## src/rtl/rps_pkg.sv

```systemverilog
// Purpose: Constants for the reset and clock-ratio sequencer
// Assumes: i_clk is the oscillator clock at 25 MHz; all counts in its cycles
// Notes: Contract
package rps_pkg;
   localparam int unsigned CLK_HZ = 25000000;
   localparam int unsigned RST_MIN_CYC = 8;
   localparam int unsigned SUPPLY_HOLD_US = 1000;
   localparam int unsigned SUPPLY_HOLD_CYC = (SUPPLY_HOLD_US * (CLK_HZ / 1000000));
   localparam int unsigned WD_PULSE_CYC = 512;
   localparam int unsigned BUS_VALID_CYC = 32;
   localparam int unsigned BOOT_HOLD_CYC = 200;
   localparam int unsigned LOCK_CYC = 131072;
   localparam logic [15:0] RATIO_X2 = 16'h0004;
   localparam logic [15:0] RATIO_X4 = 16'h0008;
   localparam logic [15:0] RATIO_RESET = 16'h0000;
   // Output ratio encoding: 0 = half, 1 = one, 2 = two, 4 = four times
   localparam logic [2:0] MUL_HALF = 3'h0;
   localparam logic [2:0] MUL_ONE = 3'h1;
   localparam logic [2:0] MUL_TWO = 3'h2;
   localparam logic [2:0] MUL_FOUR = 3'h4;
   typedef enum logic [1:0] {RPS_RESET, RPS_WAIT_BUS, RPS_RUN} rps_state_type;
endpackage

```

## src/rtl/rps_reset_and_pll_sequencer.sv

```systemverilog
// Purpose: Qualify external reset, stretch watchdog reset, sequence ratio lock-up
// Assumes: i_clk is the selected oscillator clock; clock select mux is outside
// Notes: The system clock itself is produced elsewhere from o_clk_mult
// Notes: A reset pin held low for the minimum time always resets the core;
//        shorter low pulses are treated as noise and leave the core running
`timescale 1ns/1ps
`default_nettype none
module rps_reset_and_pll_sequencer
   import rps_pkg::*;
#(
   parameter int unsigned LOCK_CYCLES = LOCK_CYC,
   parameter int unsigned SUPPLY_CYCLES = SUPPLY_HOLD_CYC
) (
   input wire logic i_clk,
   input wire logic i_rst_n,
   input wire logic i_external_reset_n,
   input wire logic i_osc_select_ext,
   input wire logic i_watchdog_trip,
   input wire logic i_ratio_write,
   input wire logic [15:0] i_ratio_data,
   output logic o_osc_select_ext,
   output logic o_core_reset_n,
   output logic o_watchdog_reset_n,
   output logic o_bus_valid,
   output logic o_boot_sample,
   output logic o_locking,
   output logic [2:0] o_clk_mult
);
   localparam int unsigned CW = $clog2(LOCK_CYCLES + 1);
   // Elaboration checks: the counters below are sized for these figures
   if (LOCK_CYCLES < 1) begin : g_lock_check
      $error("rps: lock count must be at least one cycle");
   end
   if (SUPPLY_CYCLES < RST_MIN_CYC) begin : g_supply_check
      $error("rps: supply hold shorter than the minimum reset");
   end
   if (WD_PULSE_CYC > 1024 || BOOT_HOLD_CYC > 256 || RST_MIN_CYC > 16) begin : g_width_check
      $error("rps: watchdog, release or qualifier counter too narrow");
   end
   if (BUS_VALID_CYC < 2 || BUS_VALID_CYC >= BOOT_HOLD_CYC) begin : g_order_check
      $error("rps: bus valid must come after release and before boot sampling");
   end

   // Ratio code to multiplier; codes other than the two known targets run at x1,
   // so an unlisted code never selects an untried rate
   function automatic logic [2:0] ratio_mul(input logic [15:0] r);
      case (r)
         RATIO_X2: ratio_mul = MUL_TWO;
         RATIO_X4: ratio_mul = MUL_FOUR;
         default: ratio_mul = MUL_ONE;
      endcase
   endfunction

   // Synchroniser stages for the two asynchronous pins
   logic rst_s1;
   logic rst_s2;
   logic sel_s1;
   logic sel_s2;
   // Low-time qualifier of the reset pin
   logic [3:0] low_cnt;
   logic qual_low;
   // Watchdog pulse stretcher
   logic [9:0] wd_cnt;
   logic wd_active;
   // Release sequencer
   logic [7:0] rel_cnt;
   rps_state_type state;
   // Lock-up timer and the ratio it is heading for
   logic [CW-1:0] lock_cnt;
   logic [15:0] ratio;

   // Release timeline in oscillator cycles, pin first sampled high at edge P:
   //    P+1   second synchroniser stage sees the pin high
   //    P+2   qualified-low flag clears
   //    P+3   core reset released, release counter loaded with one
   //    +31   bus outputs flagged valid, level held until the next reset
   //    +199  boot pins sampled, one-cycle strobe
   // A watchdog pulse holds the same sequence in reset while it runs, so a
   // watchdog reset replays bus-valid and boot sampling like a pin reset.
   // Ratio writes are ignored while the core is in reset; no software runs
   // before release anyway.

   // Two-stage synchroniser of the reset pin and the clock select pin
   // Only the second stage reads a first stage, keeping metastability contained
   always_ff @(posedge i_clk or negedge i_rst_n) begin
      if (!i_rst_n) begin
         rst_s1 <= 1'b0;
         rst_s2 <= 1'b0;
         sel_s1 <= 1'b0;
         sel_s2 <= 1'b0;
      end else begin
         rst_s1 <= i_external_reset_n;
         rst_s2 <= rst_s1;
         sel_s1 <= i_osc_select_ext;
         sel_s2 <= sel_s1;
      end
   end

   // Oscillator source selection reported to the clock mux
   // Registered once more so the select output comes straight from a flop
   always_ff @(posedge i_clk or negedge i_rst_n) begin
      if (!i_rst_n) begin
         o_osc_select_ext <= 1'b0;
      end else begin
         o_osc_select_ext <= sel_s2;
      end
   end

   // Low pulses shorter than the minimum are ignored as glitches. The flag sets on
   // the sample that completes the minimum hold, so a driver keeping exactly to the
   // minimum still resets the core; one cycle less is filtered out.
   always_ff @(posedge i_clk or negedge i_rst_n) begin
      if (!i_rst_n) begin
         low_cnt <= '0;
         qual_low <= 1'b1;
      end else if (!rst_s2) begin
         if (low_cnt < 4'(RST_MIN_CYC - 1)) begin
            low_cnt <= low_cnt + 4'h1;
         end else begin
            qual_low <= 1'b1;
         end
      end else begin
         low_cnt <= '0;
         qual_low <= 1'b0;
      end
   end

   // Watchdog trip stretches into a fixed-length reset pulse
   // A trip while the pulse runs is ignored; the pulse is never stretched further
   always_ff @(posedge i_clk or negedge i_rst_n) begin
      if (!i_rst_n) begin
         wd_cnt <= '0;
         wd_active <= 1'b0;
         o_watchdog_reset_n <= 1'b1;
      end else if (i_watchdog_trip && !wd_active) begin
         wd_cnt <= 10'(WD_PULSE_CYC - 1);
         wd_active <= 1'b1;
         o_watchdog_reset_n <= 1'b0;
      end else if (wd_active) begin
         if (wd_cnt == 10'h000) begin
            wd_active <= 1'b0;
            o_watchdog_reset_n <= 1'b1;
         end else begin
            wd_cnt <= wd_cnt - 10'h001;
         end
      end
   end

   // Release sequence: bus valid after 32 cycles, boot sampled at 200
   // Any qualified pin reset or running watchdog pulse restarts the sequence
   always_ff @(posedge i_clk or negedge i_rst_n) begin
      if (!i_rst_n) begin
         state <= RPS_RESET;
         rel_cnt <= '0;
         o_core_reset_n <= 1'b0;
         o_bus_valid <= 1'b0;
         o_boot_sample <= 1'b0;
      end else if (qual_low || wd_active) begin
         state <= RPS_RESET;
         rel_cnt <= '0;
         o_core_reset_n <= 1'b0;
         o_bus_valid <= 1'b0;
         o_boot_sample <= 1'b0;
      end else begin
         o_boot_sample <= 1'b0;
         case (state)
            RPS_RESET: begin
               state <= RPS_WAIT_BUS;
               o_core_reset_n <= 1'b1;
               rel_cnt <= 8'h01;
            end
            RPS_WAIT_BUS: begin
               rel_cnt <= rel_cnt + 8'h01;
               if (rel_cnt == 8'(BUS_VALID_CYC - 1)) begin
                  o_bus_valid <= 1'b1;
               end
               if (rel_cnt == 8'(BOOT_HOLD_CYC - 1)) begin
                  o_boot_sample <= 1'b1;
                  state <= RPS_RUN;
               end
            end
            RPS_RUN: begin
               // Parked until the next qualified reset or watchdog pulse
               state <= RPS_RUN;
            end
            default: begin
               state <= RPS_RESET;
            end
         endcase
      end
   end

   // Ratio write starts lock-up; system clock halves until the count ends
   // A write during lock-up restarts the count with the new ratio, so the clock
   // stays at half rate for a full lock period from the last write
   always_ff @(posedge i_clk or negedge i_rst_n) begin
      if (!i_rst_n) begin
         ratio <= RATIO_RESET;
         lock_cnt <= '0;
         o_locking <= 1'b0;
         o_clk_mult <= MUL_ONE;
      end else if (!o_core_reset_n) begin
         ratio <= RATIO_RESET;
         lock_cnt <= '0;
         o_locking <= 1'b0;
         o_clk_mult <= MUL_ONE;
      end else if (i_ratio_write) begin
         ratio <= i_ratio_data;
         lock_cnt <= CW'(LOCK_CYCLES - 1);
         o_locking <= 1'b1;
         o_clk_mult <= MUL_HALF;
      end else if (o_locking) begin
         if (lock_cnt == '0) begin
            o_locking <= 1'b0;
            o_clk_mult <= ratio_mul(ratio);
         end else begin
            lock_cnt <= lock_cnt - CW'(1);
         end
      end
   end
endmodule
`default_nettype wire

```

## config.mk

```make
export PLATFORM = sky130hd
export DESIGN_NAME = rps_reset_and_pll_sequencer
export DESIGN_NICKNAME = d
export VERILOG_FILES = /design/src/rtl/rps_pkg.sv /design/src/rtl/rps_reset_and_pll_sequencer.sv
export SDC_FILE = /design/constraint.sdc
export NUM_CORES = 1
export LEC_CHECK = 0
export BUFFER_PORTS_ARGS = -buffer_cell sky130_fd_sc_hd__buf_2
export CAP_MARGIN = 20
export CORE_ASPECT_RATIO = 2
export CORE_MARGIN = 2
export CORE_UTILIZATION = 50
export CTS_CLUSTER_SIZE = 40
export DETAILED_ROUTE_END_ITERATION = 8
export PLACE_DENSITY = 0.75
export RECOVER_POWER = 50
export SETUP_SLACK_MARGIN = 0.3
export SLEW_MARGIN = 20
export SYNTH_ARGS = -nofsm -noshare
export SYNTH_HDL_FRONTEND = slang
export SYNTH_SLANG_ARGS = --single-unit
```

## constraint.sdc

```tcl
create_clock -name i_clk -period 5.01 [get_ports i_clk]
set_input_delay 1.002 -clock i_clk [delete_from_list [all_inputs] [get_ports i_clk]]
set_output_delay 1.002 -clock i_clk [all_outputs]
set_load 0.02 [all_outputs]
```

* Word-level counts from Yosys, hierarchy flattened
Cells that the tools add are included.
** Operators by class
- Add/sub/neg operators :: 4
- Bitwise operators :: 0
- $mul :: 0
- Equal/unequal tests :: 13
- Shifts and indexed selects :: 0
- Divide/modulo/power cells :: 0
- Order comparisons :: 1
- Mux-type cells :: 41
- Reductions and logical operators :: 18
** Operators by type and width (count)
- $mux 18 :: 4
- $mux 16 :: 2
- $mux 10 :: 3
- $mux 1 :: 20
- $logic_not 18->1 :: 1
- $sub 18x1->18 const B :: 1
- $eq 16x3->1 const B :: 1
- $eq 16x4->1 const B :: 1
- $pmux 8 s2 :: 1
- $mux 3 :: 4
- $reduce_bool 2->1 :: 6
- $logic_not 10->1 :: 1
- $reduce_and 2->1 :: 5
- $sub 10x1->10 const B :: 1
- $add 8x1->8 const B :: 1
- $eq 8x5->1 const B :: 1
- $eq 8x8->1 const B :: 1
- $mux 4 :: 2
- $mux 8 :: 1
- $ne 2x2->1 const B :: 3
- $ne 3x2->1 const B :: 2
- $ne 3x3->1 const B :: 2
- $pmux 2 s3 :: 1
- $pmux 3 s2 :: 1
- 10 further kinds :: 11
** Word-level totals
- Latch bits :: 0
- Bits of input ports :: 22
- Word-level logic and storage cells :: 96
- Bits in writable memories :: 0
- Memories :: 0
- Output and inout bits :: 9
- Bits in registers :: 73
- Bits in read-only memories :: 0

* Logic depth before layout (Yosys ltp)
Gate-level depths: netlist of run 1.
- Word-level depth :: 6
- Gate-level depth with buffers :: 7
- Mapped depth without buffers :: 6

* Worst setup path after synthesis of run 1
OpenSTA, ideal clock, no wires.
- Path kind :: input -> register
- From :: input port i_ratio_write
- To :: register ratio[5]
- Arrival :: 2231 ps
- Setup slack :: 2647 ps
- Cell stages on the path :: 5
- Path buffers :: 3
- Path through :: clkdlybuf4s50_2 > buf_2 > buf_2 > mux2i_1 > nor2_1
** Between the ends
- Longest elaborated chain between the ends :: 1
** Ends and longest elaborated chain
- start: declaration :: line rps_reset_and_pll_sequencer.sv:19 : input wire logic i_ratio_write,
- $ne 2x2->1 (no source line)
- end signal: assignment :: line rps_reset_and_pll_sequencer.sv:208 : ratio <= i_ratio_data;
- end: declaration :: line rps_reset_and_pll_sequencer.sv:70 : logic [15:0] ratio;
Every way passes these cells.
A chain may end at the register's enable or synchronous reset.

==> results.sh, run 1 <==
export IMPL_track_usage=0.2172
export IMPL_yosys_area_top_type="dfrtp_1"
export IMPL_viasPerCell=6.112
export IMPL_path_clk_slew_ns=0.05
export IMPL_cts_sinks=73
export IMPL_drive_gt1_frac=0.1357
export IMPL_h_tree_depth=3
export IMPL_n_antenna_cell=0
export IMPL_critical_path_cell_chain="clkbuf_1 > buf_4"
export IMPL_num_rows=44
export IMPL_grt_pass1_wl_mm=13.76
export IMPL_synthXorXnorAreaFrac=0.007133
export IMPL_routedWlPerCell_um=16.69
export IMPL_status="complete, but fails checks"
export IMPL_setup_viol=0
export IMPL_ant_nets=0
export IMPL_fillCellCount=628
export IMPL_synthSimpleGateAreaFrac=0.2238
export IMPL_antenna_found_initial=0
export IMPL_finalClockSkew_ns=0.005446
export IMPL_min_path_type="flop to flop"
export IMPL_setup_tns_ns=0
export IMPL_rr_endpoint="lock_cnt[17]$_DFFE_PN0P_"
export IMPL_syn_area_per_cell_um2=10.01
export IMPL_synth_edf_count=0
export IMPL_synth_cell_types=57
export IMPL_cts_buffers=9
export IMPL_clockBufferDepth=2
export IMPL_drv_cap=1
export IMPL_clkLatencyLatePin_ns=0.33
export IMPL_crit_required_ns=5.44
export IMPL_syn_nets=396
export IMPL_synth_top_family_by_area="simple AND/OR/NAND/NOR gates"
export IMPL_muxShareOfSynthArea=0.05774
export IMPL_die_x_um=64.69
export IMPL_rr_worst_depth=6
export IMPL_synth_warnings=0
export IMPL_port_buffers=30
export IMPL_power_density_nw_per_um2=335.6
export IMPL_io_pins=31
export IMPL_hpwl_mm=5.908
export IMPL_timing_slew_headroom=-0.5061
export IMPL_synthCells=368
export IMPL_slew_viol_final=42
export IMPL_ff_latch_area_um2=1831
export IMPL_critPathKind="input pin to async pin"
export IMPL_floorplan_initialDensity=0.5108
export IMPL_rsz0062_at_grt="false"
export IMPL_min_to="sel_s2$_DFF_PN0_"
export IMPL_ys_async_sr_fraction=1.000
export IMPL_min_path_cells=0
export IMPL_drc=0
export IMPL_holdBufCountCts=0
export IMPL_cts_root_buffer="clkbuf_16"
export IMPL_cts_tree="yes"
export IMPL_syn_cell_area_um2=3684
export IMPL_grt_max_degree=44
export IMPL_max_freq_mhz=359.5
export IMPL_totalWireLength_mm=8.178
export IMPL_violations="capacitance limit, slew limit"
export IMPL_post_cts_resized=0
export IMPL_holdWs_ns=0.3471
export IMPL_tightest_slew_ns=2.259
export IMPL_hold_viol=0
export IMPL_ys_ff_latch=73
export IMPL_dr_total_vias=2995
export IMPL_yosysSeqAreaShare=0.4969
export IMPL_area_delta_synth_final_pct=12.16
export IMPL_die_y_um=125.4
export IMPL_crit_slowest_cell="clkbuf_1"
export IMPL_die_area_um2=8111
export IMPL_synth_flop_cell="dfrtp_1"
export IMPL_fin_crit_sh=0.5553
export IMPL_p_leak_nw=1.791
export IMPL_grt_overflow=0
export IMPL_startpoint_type="input pin"
export IMPL_synth_compound_area_frac=0.1525
export IMPL_fin_crit_ns=2.782
export IMPL_synth_fa_ha_area_frac=0.02038
export IMPL_grt_pass1_vias=2987
export IMPL_synth_top_cell_area_share=0.4755
export IMPL_critPathTopFamily="buffers and inverters"
export IMPL_cts_setup_buffers=0
export IMPL_ir_worst_vdd_uv=217.5
export IMPL_crit_path_end_kind="async pin"
export IMPL_drtIter0Drc=301
export IMPL_crit_path_max_fanout=41
export IMPL_min_from="sel_s1$_DFF_PN0_"
export IMPL_cp_num_buf_inv=2
export IMPL_first_pass_iters=4
export IMPL_core_area_um2=7212
export IMPL_worst_path_largest_cell_delay_ns=1.58
export IMPL_multi_input_area_um2=1700
export IMPL_yosys_top_cells_area="dfrtp_1, mux2i_1, nor2_1"
export IMPL_rr_startpoint="lock_cnt[0]$_DFFE_PN0P_"
export IMPL_cp_arrival_ns=3.21
export IMPL_fin_nets=422
export IMPL_reg2reg_slack_ns=2.64
export IMPL_gp_congestion=0.8675
==> placed cells by master (no fill, tap or decap), types with 8 or more instances in the layout <==
cell type / count
dfrtp_1: 70
nor2_1: 38
buf_2: 24
a21oi_1: 20
o21ai_0: 19
mux2i_1: 19
nor3_1: 17
nand2_1: 17
inv_1: 16
nor4_1: 14
a31oi_1: 10
clkbuf_16: 9
nand4_1: 8
clkbuf_1: 8
==> report_power, final <==
| part | internal (mW) | switching, mW |
|---|---|---|
| combinational | 0.0680 | 0.0825 |
| sequential | 0.627 | 0.0364 |
| clock | 0.344 | 0.229 |
| total | 1.04 | 0.348 |
==> worst max path at each step <==
stage / start / depth (start not counted) / slack [ns] / end
2_1_floorplan: i_ratio_write / 5 / 2.65 / ratio[5]$_DFFE_PN0P_
3_3_place_gp: i_ratio_write / 6 / 2.46 / lock_cnt[17]$_DFFE_PN0P_
3_5_place_dp: i_ratio_write / 6 / 2.42 / lock_cnt[17]$_DFFE_PN0P_
4_1_cts: lock_cnt[0]$_DFFE_PN0P_ / 6 / 2.66 / lock_cnt[17]$_DFFE_PN0P_
5_1_grt: i_rst_n / 2 / 1.84 / qual_low$_DFFE_PN1P_
6_report: i_rst_n / 2 / 2.23 / qual_low$_DFFE_PN1P_
==> cell type report <==
| class | instances | area share |
|---|---|---|
| repair buffers | 32 | 0.03816 |
| clock buffers | 12 | 0.05966 |
| multi-input cells | 261 | 0.4116 |
| clock inverters | 3 | 0.004240 |
| well taps | 92 | 0.02786 |
| flip-flops and latches | 73 | 0.4431 |
| inverters | 17 | 0.01545 |
==> Yosys cell counts (all sizes together), types with 4 or more instances <==
| master | instances |
|---|---|
| a211oi | 4 |
| inv | 16 |
| nor3 | 17 |
| ha | 6 |
| nor2 | 38 |
| dfrtp | 70 |
| a21oi | 20 |
| clkbuf | 10 |
| and4 | 4 |
| nand3 | 6 |
| o31ai | 6 |
| and3 | 5 |
| buf | 6 |
| nor2b | 5 |
| a311oi | 4 |
| o21ai | 19 |
| or4 | 7 |
| or2 | 4 |
| mux2i | 19 |
| nor4 | 16 |
| nand4 | 8 |
| a31oi | 10 |
| nand2 | 17 |
==> routing by layer <==
| layer | vias to the layer above | share of wire | global-route usage |
|---|---|---|---|
| met3 | 23 | 0.036 | 0.05486 |
| met2 | 71 | 0.56 | 0.3848 |
| met1 | 1468 | 0.37 | 0.2313 |
| met5 | - | 0 | 0 |
| met4 | 0 | 0.035 | 0.1126 |
| li1 | 1433 | - | - |
==> state kept, by name (all words and copies together), names as in the netlist, 2 cells and up <==
signal / cells
lock_cnt: 18
low_cnt: 4
o_clk_mult: 3
ratio: 16
rel_cnt: 8
state: 2
wd_cnt: 10
==> cell families (layout without fill, tap and decap cells) <==
group,after synthesis,in the layout
buffers and inverters,34,64
and+or+nand+nor,145,145
AOI/OAI and AO/OA,86,86
adders and majority gates,6,6
DFF,73,73
xor gates and xnor gates,3,3
muxes,21,21
==> per-stage QoR <==
step                      cell area [um^2]  power [mW]  std cells  utilization  setup slack [ns]
after floorplan                       3684      0.7750        368            -             2.647
final                                 4131       1.387        490       0.5729             2.228
after detailed placement              3875      0.8242        475       0.5373             2.419
after global routing                  4131       1.449        490       0.5729             1.836
after CTS                             4139       1.399        490       0.5739             2.660
after global placement                3875      0.8138        475       0.5373             2.458
Note: power is estimated with default switching activity, not from simulation.
==> inputs of run 2 (changes only) <==
--- a/config.mk
+++ b/config.mk
@@ -5,6 +5,7 @@
 export SDC_FILE = /design/constraint.sdc
 export NUM_CORES = 1
 export LEC_CHECK = 0
+export ABC_AREA = 1
 export BUFFER_PORTS_ARGS = -buffer_cell sky130_fd_sc_hd__buf_2
 export CAP_MARGIN = 20
 export CORE_ASPECT_RATIO = 2
@@ -12,7 +13,7 @@
 export CORE_UTILIZATION = 50
 export CTS_CLUSTER_SIZE = 40
 export DETAILED_ROUTE_END_ITERATION = 8
-export PLACE_DENSITY = 0.75
+export PLACE_DENSITY = 0.77
 export RECOVER_POWER = 50
 export SETUP_SLACK_MARGIN = 0.3
 export SLEW_MARGIN = 20
==> constraint.sdc (replaced) <==
create_clock -name i_clk -period 2.5 [get_ports i_clk]
set_input_delay 0.5 -clock i_clk [delete_from_list [all_inputs] [get_ports i_clk]]
set_output_delay 0.5 -clock i_clk [all_outputs]
set_load 0.02 [all_outputs]
==> results.sh, run 2 <==
export IMPL_status="complete, no violations"
export IMPL_crit_required_ns=2.73
export IMPL_internal_power_mw=2.013
export IMPL_yosysMostFrequentCell="nand2_1"
export IMPL_cts_setup_buffers=0
export IMPL_hpwl_mm=5.679
export IMPL_timing_slew_headroom=0.05819
export IMPL_synth_common_cells="nand2_1, dfrtp_1, nor2_1"
export IMPL_cts_root_buffer="clkbuf_16"
export IMPL_floorplan_initialDensity=0.5106
export IMPL_critical_path_cell_chain="inv_1 > ha_1 > nand3_1 > nor2_1 > nand2_1 > nand2_1 > nand2_1 > o21ai_0"
export IMPL_drive_gt1_frac=0.1189
export IMPL_dr_total_vias=3267
export IMPL_routedWlPerCell_um=13.01
export IMPL_p_switching_mw=0.5608
export IMPL_synth_warnings=0
export IMPL_worst_path_largest_cell_delay_ns=0.37
export IMPL_yosys_top_cells_area="dfrtp_1, nand2_1, nand3_1"
export IMPL_clockBufferDepth=2
export IMPL_totalWireLength_mm=7.870
export IMPL_syn_nets=501
export IMPL_io_pins=31
export IMPL_h_tree_depth=3
export IMPL_syn_cell_area_um2=3682
export IMPL_ys_ff_latch=73
export IMPL_area_delta_synth_final_pct=14.58
export IMPL_crit_slowest_cell="dfrtp_1"
export IMPL_antenna_found_initial=0
export IMPL_post_cts_resized=0
export IMPL_synth_flop_cell="dfrtp_1"
export IMPL_num_rows=44
export IMPL_min_path_type="input pin to flop"
export IMPL_synth_top_cell_area_share=0.4757
export IMPL_fin_util=0.5850
export IMPL_syn_area_per_cell_um2=7.785
export IMPL_p_leak_nw=2.252
export IMPL_path_clk_slew_ns=0.06
export IMPL_grt_pass1_vias=3387
export IMPL_cp_arrival_ns=2.23
export IMPL_n_antenna_cell=0
export IMPL_max_freq_mhz=500.0
export IMPL_ant_nets=0
export IMPL_finalClockSkew_ns=0.005432
export IMPL_drv_cap=0
export IMPL_cts_buffers=9
export IMPL_setup_viol=0
export IMPL_hold_viol=0
export IMPL_p_seq_frac=0.478
export IMPL_critPathKind="flop to flop"
export IMPL_fillCellCount=636
export IMPL_gp_congestion=0.8577
export IMPL_final_cell_mix="nand2_1, dfrtp_1, nor2_1"
export IMPL_fin_nets=536
export IMPL_grt_pass1_wl_mm=14.16
export IMPL_cpMostUsedCell="nand2_1"
export IMPL_grt_overflow=0
export IMPL_ff_latch_area_um2=1831
export IMPL_crit_path_end_kind="flop"
export IMPL_top_regs="lock_cnt x18, ratio x16, wd_cnt x10"
export IMPL_drc=0
export IMPL_clkLatencyLatePin_ns=0.34
export IMPL_holdBufCountCts=0
export IMPL_synthCells=473
export IMPL_pwr_share_clk=0.484
export IMPL_viasPerCell=5.400
export IMPL_core_area_um2=7212
export IMPL_combPwrFrac=0.038
export IMPL_first_pass_iters=5
export IMPL_largest_register="lock_cnt"
export IMPL_slew_viol_final=0
export IMPL_final_common_cell="nand2_1"
export IMPL_largest_reg_flops=18
export IMPL_tightest_slew_ns=1.413
export IMPL_cts_sinks=73
export IMPL_die_area_um2=8108
export IMPL_ys_async_sr_fraction=1.000
export IMPL_ir_worst_vdd_uv=480.7
export IMPL_track_usage=0.2217
export IMPL_power_density_nw_per_um2=610.1
export IMPL_setup_tns_ns=0
export IMPL_multi_input_area_um2=1602
export IMPL_fin_crit_ns=2.000
export IMPL_swShare=0.2179
export IMPL_die_x_um=64.68
export IMPL_port_buffers=30
export IMPL_synth_cell_types=31
export IMPL_yosysSeqAreaShare=0.4971
export IMPL_startpoint_type="flop"
export IMPL_rsz0062_at_grt="false"
export IMPL_cts_tree="yes"
export IMPL_yosys_area_top_type="dfrtp_1"
export IMPL_drtIter0Drc=252
export IMPL_grt_max_degree=50
export IMPL_fin_crit_sh=0.8000
export IMPL_crit_path_max_fanout=7
export IMPL_die_y_um=125.4
export IMPL_synth_edf_count=0
run 2: area by class of cell:
| type | count | share of cell area |
|---|---|---|
| well taps | 92 | 0.02728 |
| flip-flops and latches | 73 | 0.4339 |
| repair buffers | 33 | 0.04359 |
| inverters | 53 | 0.04715 |
| multi-input cells | 338 | 0.3796 |
| clock inverters | 6 | 0.01423 |
| clock buffers | 10 | 0.05427 |
run 2: cells by family after synthesis:
logic type	count (synthesis)	share of synthesized area
simple gates	277	0.3259
fa+ha+maj	6	0.02039
xor+xnor	3	0.007137
compound gates	52	0.08223
flops	73	0.4971
buf+inv	62	0.06728
run 2: worst paths after layout:
| check | from | end | slack (ns) | cells after the start |
|---|---|---|---|---|
| setup / recovery | wd_cnt[0]$_DFFE_PN0P_ | wd_cnt[9]$_DFFE_PN0P_ | 0.50 | 8 |
| max in group asynchronous | i_rst_n | qual_low$_DFFE_PN1P_ | 1.06 | 2 |
| min in group asynchronous | i_rst_n | lock_cnt[11]$_DFFE_PN0P_ | 0.49 | 1 |
| setup reg to reg | wd_cnt[0]$_DFFE_PN0P_ | wd_cnt[9]$_DFFE_PN0P_ | 0.50 | 8 |
| hold / removal | i_external_reset_n | rst_s1$_DFF_PN0_ | 0.27 | 1 |
| hold reg to reg | sel_s2$_DFF_PN0_ | o_osc_select_ext$_DFF_PN0_ | 0.35 | 0 |
run 2: metrics by stage:
| stage | power [mW] | hold WS (ns) | setup WS (ns) | instances | instance area, um^2 |
|---|---|---|---|---|---|
| floorplan | 1.292 | 0.2044 | 0.8757 | 473 | 3682 |
| global placement | 1.345 | 0.3318 | 0.5186 | 589 | 3934 |
| detailed placement | 1.349 | 0.3362 | 0.4918 | 589 | 3934 |
| CTS | 2.609 | 0.1853 | 0.5042 | 605 | 4223 |
| global route | 2.663 | 0.2629 | 0.3232 | 605 | 4219 |
| finish | 2.574 | 0.2684 | 0.5000 | 605 | 4219 |
run 2: power by group through the flow:
stage               registers, mW  logic (mW)  clock network [mW]
floorplan                    1.25      0.0461                   0
global placement             1.25      0.0970                   0
detailed placement           1.25      0.0995                   0
CTS                          1.23       0.101                1.28
global route                 1.23       0.115                1.31
finish                       1.23      0.0977                1.25
run 2: routing by layer:
| layer | vias up | part of all wire | track usage |
|---|---|---|---|
| met2 | 80 | 0.54 | 0.3964 |
| met3 | 20 | 0.037 | 0.04317 |
| met5 | - | 0 | 0 |
| met1 | 1570 | 0.38 | 0.2338 |
| met4 | 0 | 0.034 | 0.1302 |
| li1 | 1597 | - | - |
run 2: critical path: cells and delay by family (launching register included):
family / cells / cell delay [ns]
simple gates: 5 / 0.84
flops: 1 / 0.37
compound gates: 1 / 0.27
fa+ha+maj: 1 / 0.24
buf+inv: 1 / 0.17
